## src/mstq_defs.svh

```systemverilog
`ifndef MSTQ_DEFS_SVH
`define MSTQ_DEFS_SVH

// ************************************************************
// register numbers seen by the host
// ************************************************************
`define MSTQ_ADDR_STATUS   8'h00
`define MSTQ_ADDR_DEVTYPE  8'h01
`define MSTQ_ADDR_PTR_HI   8'h09
`define MSTQ_ADDR_PTR_LO   8'h0a
`define MSTQ_ADDR_EXT_DATA 8'h0b

// ************************************************************
// status register field positions
// ************************************************************
`define MSTQ_ST_PEND_HI  15
`define MSTQ_ST_PEND_LO  8
`define MSTQ_ST_LOCK_HI  7
`define MSTQ_ST_LOCK_LO  6
`define MSTQ_ST_RSVD     5
`define MSTQ_ST_READY    4
`define MSTQ_ST_ERR_HI   3
`define MSTQ_ST_ERR_LO   0

// ************************************************************
// reset values
// ************************************************************
`define MSTQ_RST_ERR     4'h0
`define MSTQ_RST_LOCK    2'h0
`define MSTQ_RST_PTR     32'h0000_0000

// lowest lock level that freezes the pointer registers
`define MSTQ_PTR_LOCK_LEVEL 2'h1

// ************************************************************
// error field codes
// ************************************************************
`define MSTQ_ERR_OK           4'h0
`define MSTQ_ERR_NOT_IMPL     4'h1
`define MSTQ_ERR_NOT_WRITABLE 4'h2
`define MSTQ_ERR_VALUE_RANGE  4'h3
`define MSTQ_ERR_PENDING      4'h4
`define MSTQ_ERR_INIT         4'h5
`define MSTQ_ERR_EXT_RANGE    4'h6
`define MSTQ_ERR_EXT_RDONLY   4'h7
`define MSTQ_ERR_GEN_FAIL     4'h8
`define MSTQ_ERR_OUT_ENABLED  4'h9
`define MSTQ_ERR_INVALID_CFG  4'ha
`define MSTQ_ERR_VENDOR       4'hf

// ************************************************************
// response status field codes
// ************************************************************
`define MSTQ_RSP_OK      2'h0
`define MSTQ_RSP_XE      2'h1
`define MSTQ_RSP_EXT     2'h2

`endif

```

## src/mstq_pkg.sv

```systemverilog
package mstq_pkg;

  // power-up phase, one-hot
  typedef enum logic [1:0] {
    MSTQ_BOOT = 2'b01,
    MSTQ_RUN  = 2'b10
  } mstq_phase_t;

  // error field value
  typedef logic [3:0] mstq_err_t;

endpackage

```

## src/mstq_sync.sv

```systemverilog
`timescale 1ns/1ps

// three-stage pin synchroniser; output moves once stages two and three agree
module mstq_sync (
  input  wire logic clk,
  input  wire logic reset_n,
  input  wire logic pinIn,
  output logic      levelOut
);

  logic stage1_r;  // metastable stage, read by stage2 only
  logic stage2_r;  // first settled copy
  logic stage3_r;  // second settled copy

  // shift chain
  always_ff @(posedge clk or negedge reset_n) begin
    if (!reset_n) begin
      stage1_r <= 1'b0;
      stage2_r <= 1'b0;
      stage3_r <= 1'b0;
    end else begin
      stage1_r <= pinIn;
      stage2_r <= stage1_r;
      stage3_r <= stage2_r;
    end
  end

  // accept a change only when the settled stages agree
  always_ff @(posedge clk or negedge reset_n) begin
    if (!reset_n) begin
      levelOut <= 1'b0;
    end else if (stage2_r == stage3_r) begin
      levelOut <= stage3_r;
    end
  end

endmodule

```

## src/mstq_regbank.sv

```systemverilog
`timescale 1ns/1ps
`include "mstq_defs.svh"

// ************************************************************
// status and device-type register bank
// ************************************************************

module mstq_regbank
  import mstq_pkg::*;
#(
  parameter int              STR_BYTES = 6,
  // arbitrary identification string, not a real part code
  parameter logic [8*STR_BYTES-1:0] ID_STRING = 48'h5458_4456_0000,
  parameter logic [31:0]     STR_BASE  = 32'h0000_0100
) (
  input  wire logic        clk,
  input  wire logic        reset_n,
  input  wire logic        cmdValid,
  input  wire logic        cmdWrite,
  input  wire logic [7:0]  cmdAddr,
  input  wire logic [15:0] cmdData,
  output logic             rspValid,
  output logic [1:0]       rspStatus,
  output logic [7:0]       rspAddr,
  output logic [15:0]      rspData,
  input  wire logic        warmupDonePin,
  input  wire logic        invalidConfig,
  input  wire logic        outputEnabled,
  input  wire logic [7:0]  pendingOps,
  input  wire logic        execFault,
  input  wire logic        vendorFault,
  input  wire logic [1:0]  lockDefault,
  output logic             moduleReady,
  output logic [1:0]       lockLevel
);

  // ************************************************************
  // declarations
  // ************************************************************
  localparam logic [15:0] STR_LEN = 16'(STR_BYTES);

  mstq_phase_t phase_r;          // boot or running
  mstq_err_t   errField_r;       // last completed command error
  mstq_err_t   err_nxt;          // error of the current command
  logic [1:0]  lockLevel_r;      // active lock level
  logic [31:0] ptr_r;            // extended access pointer
  logic [31:0] ptr_nxt;          // pointer after this command
  logic [1:0]  rspStatus_nxt;    // response status field
  logic [15:0] rspData_nxt;      // response data
  logic        warmDone;         // synchronised warm-up pin
  logic        ptrLocked;        // pointer registers frozen
  logic [31:0] ptrCand;          // pointer a write would make
  logic [31:0] strIdx;           // pointer offset into string
  logic [7:0]  idRom [STR_BYTES];// identification bytes

  // ************************************************************
  // identification string storage
  // ************************************************************
  // first character sits in the top byte of the parameter
  for (genvar i = 0; i < STR_BYTES; i++) begin : g_rom
    assign idRom[i] = ID_STRING[8*(STR_BYTES-i)-1 -: 8];
  end

  // byte fetch that reads zero beyond the string end
  function automatic logic [7:0] strByte(input logic [31:0] idx);
    logic [7:0] b;
    b = 8'h00;
    for (int k = 0; k < STR_BYTES; k++) begin
      if (idx == 32'(k)) begin
        b = idRom[k];
      end
    end
    return b;
  endfunction

  // ************************************************************
  // warm-up pin and readiness
  // ************************************************************
  mstq_sync u_warm_sync (
    .clk      (clk),
    .reset_n  (reset_n),
    .pinIn    (warmupDonePin),
    .levelOut (warmDone)
  );

  // ready only after warm-up and with a valid configuration
  // ready flag source
  assign moduleReady = warmDone & ~invalidConfig;

  // ************************************************************
  // lock level capture
  // ************************************************************
  // saved default is sampled one clock after reset release,
  // never loaded by the asynchronous reset itself
  always_ff @(posedge clk or negedge reset_n) begin
    if (!reset_n) begin
      phase_r     <= MSTQ_BOOT;
      lockLevel_r <= `MSTQ_RST_LOCK;
    end else begin
      case (phase_r)
        MSTQ_BOOT: begin
          lockLevel_r <= lockDefault;
          phase_r     <= MSTQ_RUN;
        end
        MSTQ_RUN: begin
          phase_r <= MSTQ_RUN;
        end
        default: begin
          phase_r <= MSTQ_BOOT;
        end
      endcase
    end
  end

  assign lockLevel = lockLevel_r;

  assign ptrLocked = (lockLevel_r != 2'h0) &&
                     (lockLevel_r >= `MSTQ_PTR_LOCK_LEVEL);

  // candidate pointer for a write to either half
  assign ptrCand = (cmdAddr == `MSTQ_ADDR_PTR_HI) ?
                   {cmdData, ptr_r[15:0]} : {ptr_r[31:16], cmdData};
  assign strIdx  = ptr_r - STR_BASE;

  // ************************************************************
  // command decode
  // ************************************************************
  // one command per cycle; checks in priority order, the
  // first that fires names the error
  always_comb begin
    err_nxt       = `MSTQ_ERR_OK;
    ptr_nxt       = ptr_r;
    rspData_nxt   = 16'h0000;
    rspStatus_nxt = `MSTQ_RSP_OK;
    if (cmdAddr == `MSTQ_ADDR_STATUS) begin
      if (cmdWrite) begin
        rspData_nxt = cmdData;
      end else begin
        rspData_nxt = {pendingOps, lockLevel_r, 1'b0,
                       moduleReady, errField_r};
      end
    end else if (cmdAddr != `MSTQ_ADDR_DEVTYPE &&
                 cmdAddr != `MSTQ_ADDR_PTR_HI &&
                 cmdAddr != `MSTQ_ADDR_PTR_LO &&
                 cmdAddr != `MSTQ_ADDR_EXT_DATA) begin
      err_nxt = `MSTQ_ERR_NOT_IMPL;
    end else if (vendorFault) begin
      err_nxt = `MSTQ_ERR_VENDOR;
    end else if (execFault) begin
      err_nxt = `MSTQ_ERR_GEN_FAIL;
    end else if (!warmDone || (invalidConfig && !cmdWrite)) begin
      err_nxt = `MSTQ_ERR_INIT;
    end else if (invalidConfig) begin
      err_nxt = `MSTQ_ERR_INVALID_CFG;
    end else if (pendingOps != 8'h00) begin
      err_nxt = `MSTQ_ERR_PENDING;
    end else begin
      case (cmdAddr)
        `MSTQ_ADDR_DEVTYPE: begin
          if (cmdWrite) begin
            err_nxt = `MSTQ_ERR_GEN_FAIL;
          end else begin
            rspData_nxt   = STR_LEN;
            rspStatus_nxt = `MSTQ_RSP_EXT;
            ptr_nxt       = STR_BASE;
          end
        end
        `MSTQ_ADDR_PTR_HI, `MSTQ_ADDR_PTR_LO: begin
          if (!cmdWrite) begin
            rspData_nxt = (cmdAddr == `MSTQ_ADDR_PTR_HI) ?
                          ptr_r[31:16] : ptr_r[15:0];
          end else if (ptrLocked) begin
            err_nxt = `MSTQ_ERR_NOT_WRITABLE;
          end else if (outputEnabled) begin
            err_nxt = `MSTQ_ERR_OUT_ENABLED;
          end else if (ptrCand < STR_BASE ||
                       (ptrCand - STR_BASE) > 32'(STR_LEN)) begin
            err_nxt = `MSTQ_ERR_VALUE_RANGE;
          end else begin
            rspData_nxt = cmdData;
            ptr_nxt     = ptrCand;
          end
        end
        `MSTQ_ADDR_EXT_DATA: begin
          if (cmdWrite) begin
            err_nxt = `MSTQ_ERR_EXT_RDONLY;
          end else if (ptr_r < STR_BASE ||
                       strIdx >= 32'(STR_LEN)) begin
            err_nxt = `MSTQ_ERR_EXT_RANGE;
          end else begin
            rspData_nxt = {strByte(strIdx),
                           strByte(strIdx + 32'h1)};
            ptr_nxt     = ptr_r + 32'h2;
          end
        end
        default: begin
          err_nxt = `MSTQ_ERR_NOT_IMPL;
        end
      endcase
    end
    // only listed codes exist
    // failed commands answer with zero data and the error flag
    if (err_nxt != `MSTQ_ERR_OK) begin
      rspData_nxt   = 16'h0000;
      rspStatus_nxt = `MSTQ_RSP_XE;
      ptr_nxt       = ptr_r;
    end
  end

  // ************************************************************
  // error field
  // ************************************************************
  // every command overwrites it, so a status read leaves zero
  always_ff @(posedge clk or negedge reset_n) begin
    if (!reset_n) begin
      errField_r <= `MSTQ_RST_ERR;
    end else if (cmdValid) begin
      errField_r <= err_nxt;
    end
  end

  // ************************************************************
  // extended access pointer
  // ************************************************************
  always_ff @(posedge clk or negedge reset_n) begin
    if (!reset_n) begin
      ptr_r <= `MSTQ_RST_PTR;
    end else if (cmdValid) begin
      ptr_r <= ptr_nxt;
    end
  end

  // ************************************************************
  // response
  // ************************************************************
  // answer one clock after the command, as a one-cycle pulse;
  // data fields hold until the next command
  always_ff @(posedge clk or negedge reset_n) begin
    if (!reset_n) begin
      rspValid  <= 1'b0;
      rspStatus <= `MSTQ_RSP_OK;
      rspAddr   <= 8'h00;
      rspData   <= 16'h0000;
    end else begin
      rspValid <= cmdValid;
      if (cmdValid) begin
        rspStatus <= rspStatus_nxt;
        rspAddr   <= cmdAddr;
        rspData   <= rspData_nxt;
      end
    end
  end

endmodule

```

## config.mk

```make
export PLATFORM = sky130hd
export DESIGN_NAME = mstq_regbank
export DESIGN_NICKNAME = d
export VERILOG_FILES = /design/src/mstq_pkg.sv /design/src/mstq_sync.sv /design/src/mstq_regbank.sv
export VERILOG_INCLUDE_DIRS = /design/src
export SDC_FILE = /design/constraint.sdc
export NUM_CORES = 1
export LEC_CHECK = 0
export BUFFER_PORTS_ARGS = -buffer_cell sky130_fd_sc_hd__buf_2
export CAP_MARGIN = 20
export CORE_MARGIN = 10
export CORE_UTILIZATION = 55
export DETAILED_ROUTE_END_ITERATION = 6
export PLACE_DENSITY = 0.77
export SLEW_MARGIN = 0
export SYNTH_ARGS = -nofsm -noshare
export SYNTH_HDL_FRONTEND = slang
export SYNTH_SLANG_ARGS = --single-unit
```

## constraint.sdc

```tcl
create_clock -name clk -period 4.8 [get_ports clk]
set_input_delay 0.24 -clock clk [delete_from_list [all_inputs] [get_ports clk]]
set_output_delay 0.24 -clock clk [all_outputs]
set_load 0.01 [all_outputs]
```

==> reports/qor.csv, run 1 <==
stage;metric;value;unit
run_status;status;finished, final reports clean;
grt;GRT Total Usage;0.249;
floorplanning;Top Ports;73;
cells_and_area;Final nets;674;
clock_network;Root Buffer Master;clkbuf_8;
synthesis;Gate Count Post-Synth;567;
cells_and_area;Layout area overhead;12.9;%
clock_network;Inserted Clock Buffers;9;
floorplanning;Initial Util;0.568;
power_and_ir_drop;static leakage;0.00243;µW
timing;f_max;247;MHz
critical_path;Setup crit end kind;flop;
routing;DRT Wirelength;16800;µm
routing;DRT Pass-1 Iters;6;
routing;post-route ant nets;0;
cells_and_area;Filler cells;761;
cells_and_area;register area;1780;µm²
power_and_ir_drop;Clk pwr share;0.429;
power_and_ir_drop;maximum VDD drop;0.259;mV
synthesis;Most used DFF post-synth;dfrtp_1;
critical_path;worst r2r path cells;9;
critical_path;Cell Chain, Critical Path;nor3_2 > nand3_1 > mux2i_2 > nand4_1 > a211oi_1 > o2111ai_2 > a211oi_4 > buf_4 > a21oi_1;
timing;Slew headroom;0.416;
synthesis;Seq/Total Area, Yosys;0.357;
cells_and_area;layout cell share with drive strength beyond 1;0.220;
routing;Via Count;4902;
grt;first-pass GRT wire length;26200;µm
routing;vias per cell;6.63;
critical_path;critical path type;reg2reg;
power_and_ir_drop;switching fraction of total power;0.261;
critical_path;Worst Path Arrival;4.27;ns
synthesis;distinct cell type count after synthesis;75;
cells_and_area;multi-input logic area;2940;µm²
floorplanning;Core Region;8760;µm²
grt;largest net degree at the start of global routing;72;
place;Placed Cells;721;
cells_and_area;n_diodes;0;
place;IO buf count;72;
critical_path;slowest CP cell;a211oi_4;
grt;initial antenna violation count;0;
timing;Tcrit/Tclk final;0.843;
timing;clk_skew;0.00701;ns
synthesis;ys async rst share;1.00;
cells_and_area;Finished Layout Cells;739;
clock_network;H-tree level count;3;
floorplanning;DIE WIDTH;115;µm
routing;WL/cell;22.7;µm
timing;Final Slew Violations;0;
clock_network;Worst-path clk slew;0.08;ns
floorplanning;# rows;34;
place;DPL Wire Length;12500;µm
synthesis;Synth Warn #;0;
clock_network;Clock Latency Late Sink;0.36;ns
grt;total grt overflow;0;
critical_path;largest fanout on the critical path;18;
power_and_ir_drop;Sequential Power Share;0.473;
timing;sum of negative setup slack;0;ns
power_and_ir_drop;Psw;340;µW
clock_network;clock sink count;71;
power_and_ir_drop;P_int;964;µW
critical_path;max incr delay on CP;0.75;ns
grt;vias in the first global route;4800;
critical_path;crit path launch type;flop;
synthesis;Avg Cell Area, Syn;8.78;µm²
routing;drc violations;0;
synthesis;Post-Syn Area;4980;µm²
timing;fin crit period;4.04;ns
floorplanning;Die Span Y;115;µm
power_and_ir_drop;Power Dens Cells;232;nW/µm²
flow_run;total of max-cap violations;0;
critical_path;CP Data Required Time;5.03;ns
clock_network;Longest Clk Path Bufs;2;
place;GPL Wtd Cong;0.985;
clock_network;# resized after CTS;0;
timing;Worst-Margin Slew;0.876;ns
hold_path;worst min-delay path category;in2async;
timing;RSZ-0062 raised after global routing;no;
floorplanning;die area;13300;µm²
clock_network;TritonCTS clock tree;built;
synthesis;number of synthesized register bits;71;
synthesis;Synth Net Count;615;
routing;Initial DRC Count;483;
synthesis;EDFF count, synth;0;
timing;Fin. Hold Viols;0;
timing;Final Setup Violations;0;
power_and_ir_drop;Comb pwr share;0.097;
-- kinds of logic (layout without fill, tap and decap cells) --
kind of cell | after synthesis | in the layout | share of synthesized area
multiplexers | 39 | 39 | 0.0867
buffers and inverters | 63 | 127 | 0.0530
adder cells (fa/ha/maj) | 6 | 6 | 0.0146
XOR/XNOR | 16 | 16 | 0.0281
AND/OR/NAND/NOR | 239 | 239 | 0.272
flip-flops | 71 | 71 | 0.357
AO/OA/AOI/OAI | 133 | 133 | 0.188
-- sequential cells by signal, summed over array words and instances, names as in the netlist, 2 cells and up --
name	flops
ptr_r	32
rspData	16
phase_r	2
errField_r	4
rspAddr	8
rspStatus	2
lockLevel	2
-- power by group through the flow --
stage	Combinational (µW)	Clock, µW	Sequential, µW
final	127	560	617
after global routing	139	590	619
after CTS	127	565	617
after detailed placement	125	0	629
after global placement	122	0	628
after floorplan	55.9	0	631
-- cell usage after synthesis, types with 7 or more instances --
| cell | count | area (µm²) |
|---|---|---|
| a21oi_1 | 24 | 120 |
| mux2_2 | 16 | 180 |
| nand3_1 | 17 | 85.1 |
| o21ai_0 | 11 | 55.1 |
| o22ai_1 | 23 | 144 |
| xor2_1 | 9 | 78.8 |
| nor2b_1 | 26 | 163 |
| nor4_1 | 19 | 119 |
| nor2_1 | 47 | 176 |
| mux2i_1 | 20 | 200 |
| or3_1 | 8 | 50.1 |
| nand4_1 | 14 | 87.6 |
| or4_1 | 8 | 60.1 |
| inv_1 | 32 | 120 |
| dfrtp_1 | 70 | 1750 |
| a22oi_1 | 7 | 52.6 |
| clkbuf_1 | 19 | 71.3 |
| nand2_1 | 42 | 158 |
| xnor2_1 | 7 | 61.3 |
| a31oi_1 | 15 | 93.8 |
| nor3_1 | 18 | 90.1 |
-- final timing paths --
kind                                 startpoint              endpoint  slack [ns]
max in group asynchronous               reset_n            rspData[0]        4.14
hold / removal                          reset_n             ptr_r[15]        0.06
setup reg to reg                      ptr_r[12]             ptr_r[11]        0.76
min in group clk                 lockDefault[1]          lockLevel[1]        0.11
hold reg to reg            u_warm_sync.stage1_r  u_warm_sync.stage2_r        0.35
setup / recovery                      ptr_r[12]             ptr_r[11]        0.76
-- stage by stage --
stage	setup WS [ns]	power [µW]	util	cell area, µm²	hold slack, ns
floorplan	1.63	687	-	4980	-0.0556
global placement	0.896	750	0.613	5370	0.336
detailed placement	0.878	754	0.613	5370	0.340
CTS	0.828	1310	0.641	5610	0.110
global route	0.470	1350	0.641	5620	0.112
finish	0.755	1300	0.641	5620	0.0578
-- metal layers --
metal  GRT usage  share of wire  wire length (µm)  vias up
li1            -              -                 -     2240
met1       0.331           0.41              6910     2358
met2       0.387           0.46              7700      269
met3      0.0724           0.11              1830       35
met4      0.0677          0.020               338        0
met5           0              0                 0        -
-- timing repair --
action,4_1_cts,5_1_grt
buffers inserted,0,0
hold buffers,1,0
hold endpoints to repair,1,0
-- layout make-up --
cell class | instances | share of cell area
Tap cell | 108 | 0.0240
Clock inverter | 6 | 0.0165
Timing Repair Buffer | 79 | 0.0739
Inverter | 32 | 0.0214
Clock buffer | 10 | 0.0245
Multi-Input combinational cell | 433 | 0.523
Sequential cell | 71 | 0.316
-- cells in the final DEF (no fill, tap or decap), drive strengths merged, types with 8 or more instances in the layout --
master  Yosys  layout
nor4       22      22
nand3      20      20
nand4      15      15
a21oi      24      24
o21ai      13      13
inv        32      33
or4         8       8
nand2      42      42
a31oi      15      15
clkbuf     19      11
mux2       17      17
nor2b      26      26
o22ai      23      23
xor2        9       9
dfrtp      70      70
nor3       22      22
or3         9       9
nor2       47      47
mux2i      21      21
buf        12      77
-- critical path, delay by kind of cell (launching register included) --
family | cells | cell delay (ns)
simple gates | 3 | 1.01
flops | 1 | 0.50
mux | 1 | 0.38
buf+inv | 1 | 0.32
compound gates | 4 | 1.68
Power figures use the tool's default switching activity.
==> run 2, diff against run 1 <==
==> constraint.sdc (replaced) <==
create_clock -name clk -period 3.73 [get_ports clk]
set_input_delay 0.1865 -clock clk [delete_from_list [all_inputs] [get_ports clk]]
set_output_delay 0.1865 -clock clk [all_outputs]
set_load 0.01 [all_outputs]
==> reports/qor.csv, run 2 (synthesis gave the netlist of run 1 again) <==
stage;metric;value;unit
run_status;status;finished, final reports clean;
clock_network;Post-CTS Setup Inserts;0;
routing;Via Count;4984;
flow_run;total of max-cap violations;0;
grt;largest net degree at the start of global routing;44;
routing;vias per cell;6.61;
cells_and_area;biggest regs;ptr_r (32), rspData (16), rspAddr (8);
critical_path;Setup crit end kind;flop;
clock_network;Clock Latency Late Sink;0.36;ns
cells_and_area;Largest Register;ptr_r;
clock_network;Inserted Clock Buffers;9;
timing;Tcrit/Tclk final;0.938;
clock_network;H-tree level count;3;
routing;DRT Wirelength;16900;µm
grt;first-pass GRT wire length;26900;µm
grt;total grt overflow;0;
routing;DRT Pass-1 Iters;5;
floorplanning;die area;13300;µm²
cells_and_area;commonest non-fill, non-tap cell in the layout;buf_2;
power_and_ir_drop;Sequential Power Share;0.496;
critical_path;critical path type;reg2reg;
power_and_ir_drop;maximum VDD drop;0.183;mV
grt;initial antenna violation count;0;
timing;min setup slack post-route;0.232;ns
power_and_ir_drop;Clk pwr share;0.401;
clock_network;Worst-path clk slew;0.08;ns
timing;RSZ-0062 raised after global routing;no;
routing;post-route ant nets;0;
power_and_ir_drop;P_int;1150;µW
routing;drc violations;0;
cells_and_area;layout cell share with drive strength beyond 1;0.238;
critical_path;flop2flop setup slack;0.23;ns
power_and_ir_drop;switching fraction of total power;0.281;
timing;f_max;286;MHz
routing;Initial DRC Count;563;
cells_and_area;Filler cells;797;
floorplanning;Core Region;8760;µm²
place;Place WS;0.340;ns
cells_and_area;n_diodes;0;
timing;Final Setup Violations;0;
hold_path;worst min-delay path category;in2reg;
timing;Fin. Hold Viols;0;
clock_network;Longest Clk Path Bufs;2;
critical_path;largest fanout on the critical path;6;
floorplanning;DIE WIDTH;115;µm
timing;sum of negative setup slack;0;ns
cells_and_area;Finished Core Util;0.653;
grt;GRT Total Usage;0.254;
power_and_ir_drop;Power Dens Cells;280;nW/µm²
floorplanning;# rows;34;
place;DPL Wire Length;13000;µm
critical_path;CP Data Required Time;3.98;ns
power_and_ir_drop;Psw;450;µW
clock_network;TritonCTS clock tree;built;
critical_path;Worst Path Arrival;3.75;ns
cells_and_area;Final nets;689;
timing;Slew headroom;0.479;
floorplanning;Die Span Y;115;µm
timing;clk_skew;0.00912;ns
power_and_ir_drop;static leakage;0.00248;µW
place;IO buf count;72;
timing;fin crit period;3.50;ns
clock_network;Root Buffer Master;clkbuf_8;
timing;Worst-Margin Slew;0.776;ns
timing;Final Slew Violations;0;
routing;WL/cell;22.5;µm
cells_and_area;Layout area overhead;15.0;%
place;GPL Wtd Cong;1.00;
grt;vias in the first global route;4951;
power_and_ir_drop;Comb pwr share;0.103;
cells_and_area;max reg flops;32;
floorplanning;Top Ports;73;
cells_and_area;most frequent cells in the layout;buf_2 (72), dfrtp_1 (70), nor2_1 (47);
clock_network;clock sink count;71;
critical_path;crit path launch type;flop;
floorplanning;Initial Util;0.568;
## run 2: final cells by class
class,instances,area [µm²],area share
multi-input cells,433,2950,0.515
flip-flops and latches,71,1780,0.311
repair buffers,94,543,0.0949
well taps,108,135,0.0236
clock buffers,9,124,0.0216
inverters,32,120,0.0210
clock inverters,7,73.8,0.0129
## run 2: timing repair
action	in CTS	in global routing
setup endpoints to repair	0	2
hold buffers	2	0
gates resized for setup	0	1
endpoints found under the hold margin	29	0
## run 2: critical path, cell delays in order (launching register included)
cell	delay [ns]
dfrtp_1	0.47
nor2_1	0.46
nand3_1	0.24
o31a_1	0.33
or3_1	0.35
a221oi_2	0.30
o2111ai_1	0.25
a21oi_1	0.42
o211ai_1	0.29
o22a_1	0.26
## run 2: stage by stage
step | power [µW] | hold WS, ns | area [µm²] | std cells
after floorplan | 884 | -0.109 | 4980 | 567
after global placement | 967 | 0.228 | 5500 | 736
after detailed placement | 971 | 0.255 | 5500 | 736
after CTS | 1600 | 0.0559 | 5720 | 754
after global routing | 1660 | 0.0592 | 5720 | 754
final | 1600 | 0.0596 | 5720 | 754
## run 2: path summary, 6_finish.rpt
check | start | end | cells after the start
min | lockDefault[0] | lockLevel[0] | 2
max in group asynchronous | reset_n | ptr_r[0] | 3
min in group asynchronous | reset_n | rspData[13] | 2
max | ptr_r[18] | rspStatus[0] | 9
min reg2reg | u_warm_sync.stage1_r | u_warm_sync.stage2_r | 0
max reg2reg | ptr_r[18] | rspStatus[0] | 9
## run 2: power groups by stage
stage	logic, µW	registers [µW]	clock network [µW]
global placement	159	808	0
detailed placement	162	809	0
global route	181	796	679
floorplan	71.9	812	0
CTS	164	794	645
finish	165	794	642
## run 2: metal layers
layer,wire length (µm),track usage
met1,7130,0.345
met4,535,0.0965
met2,7500,0.371
met5,0,0
met3,1780,0.0781
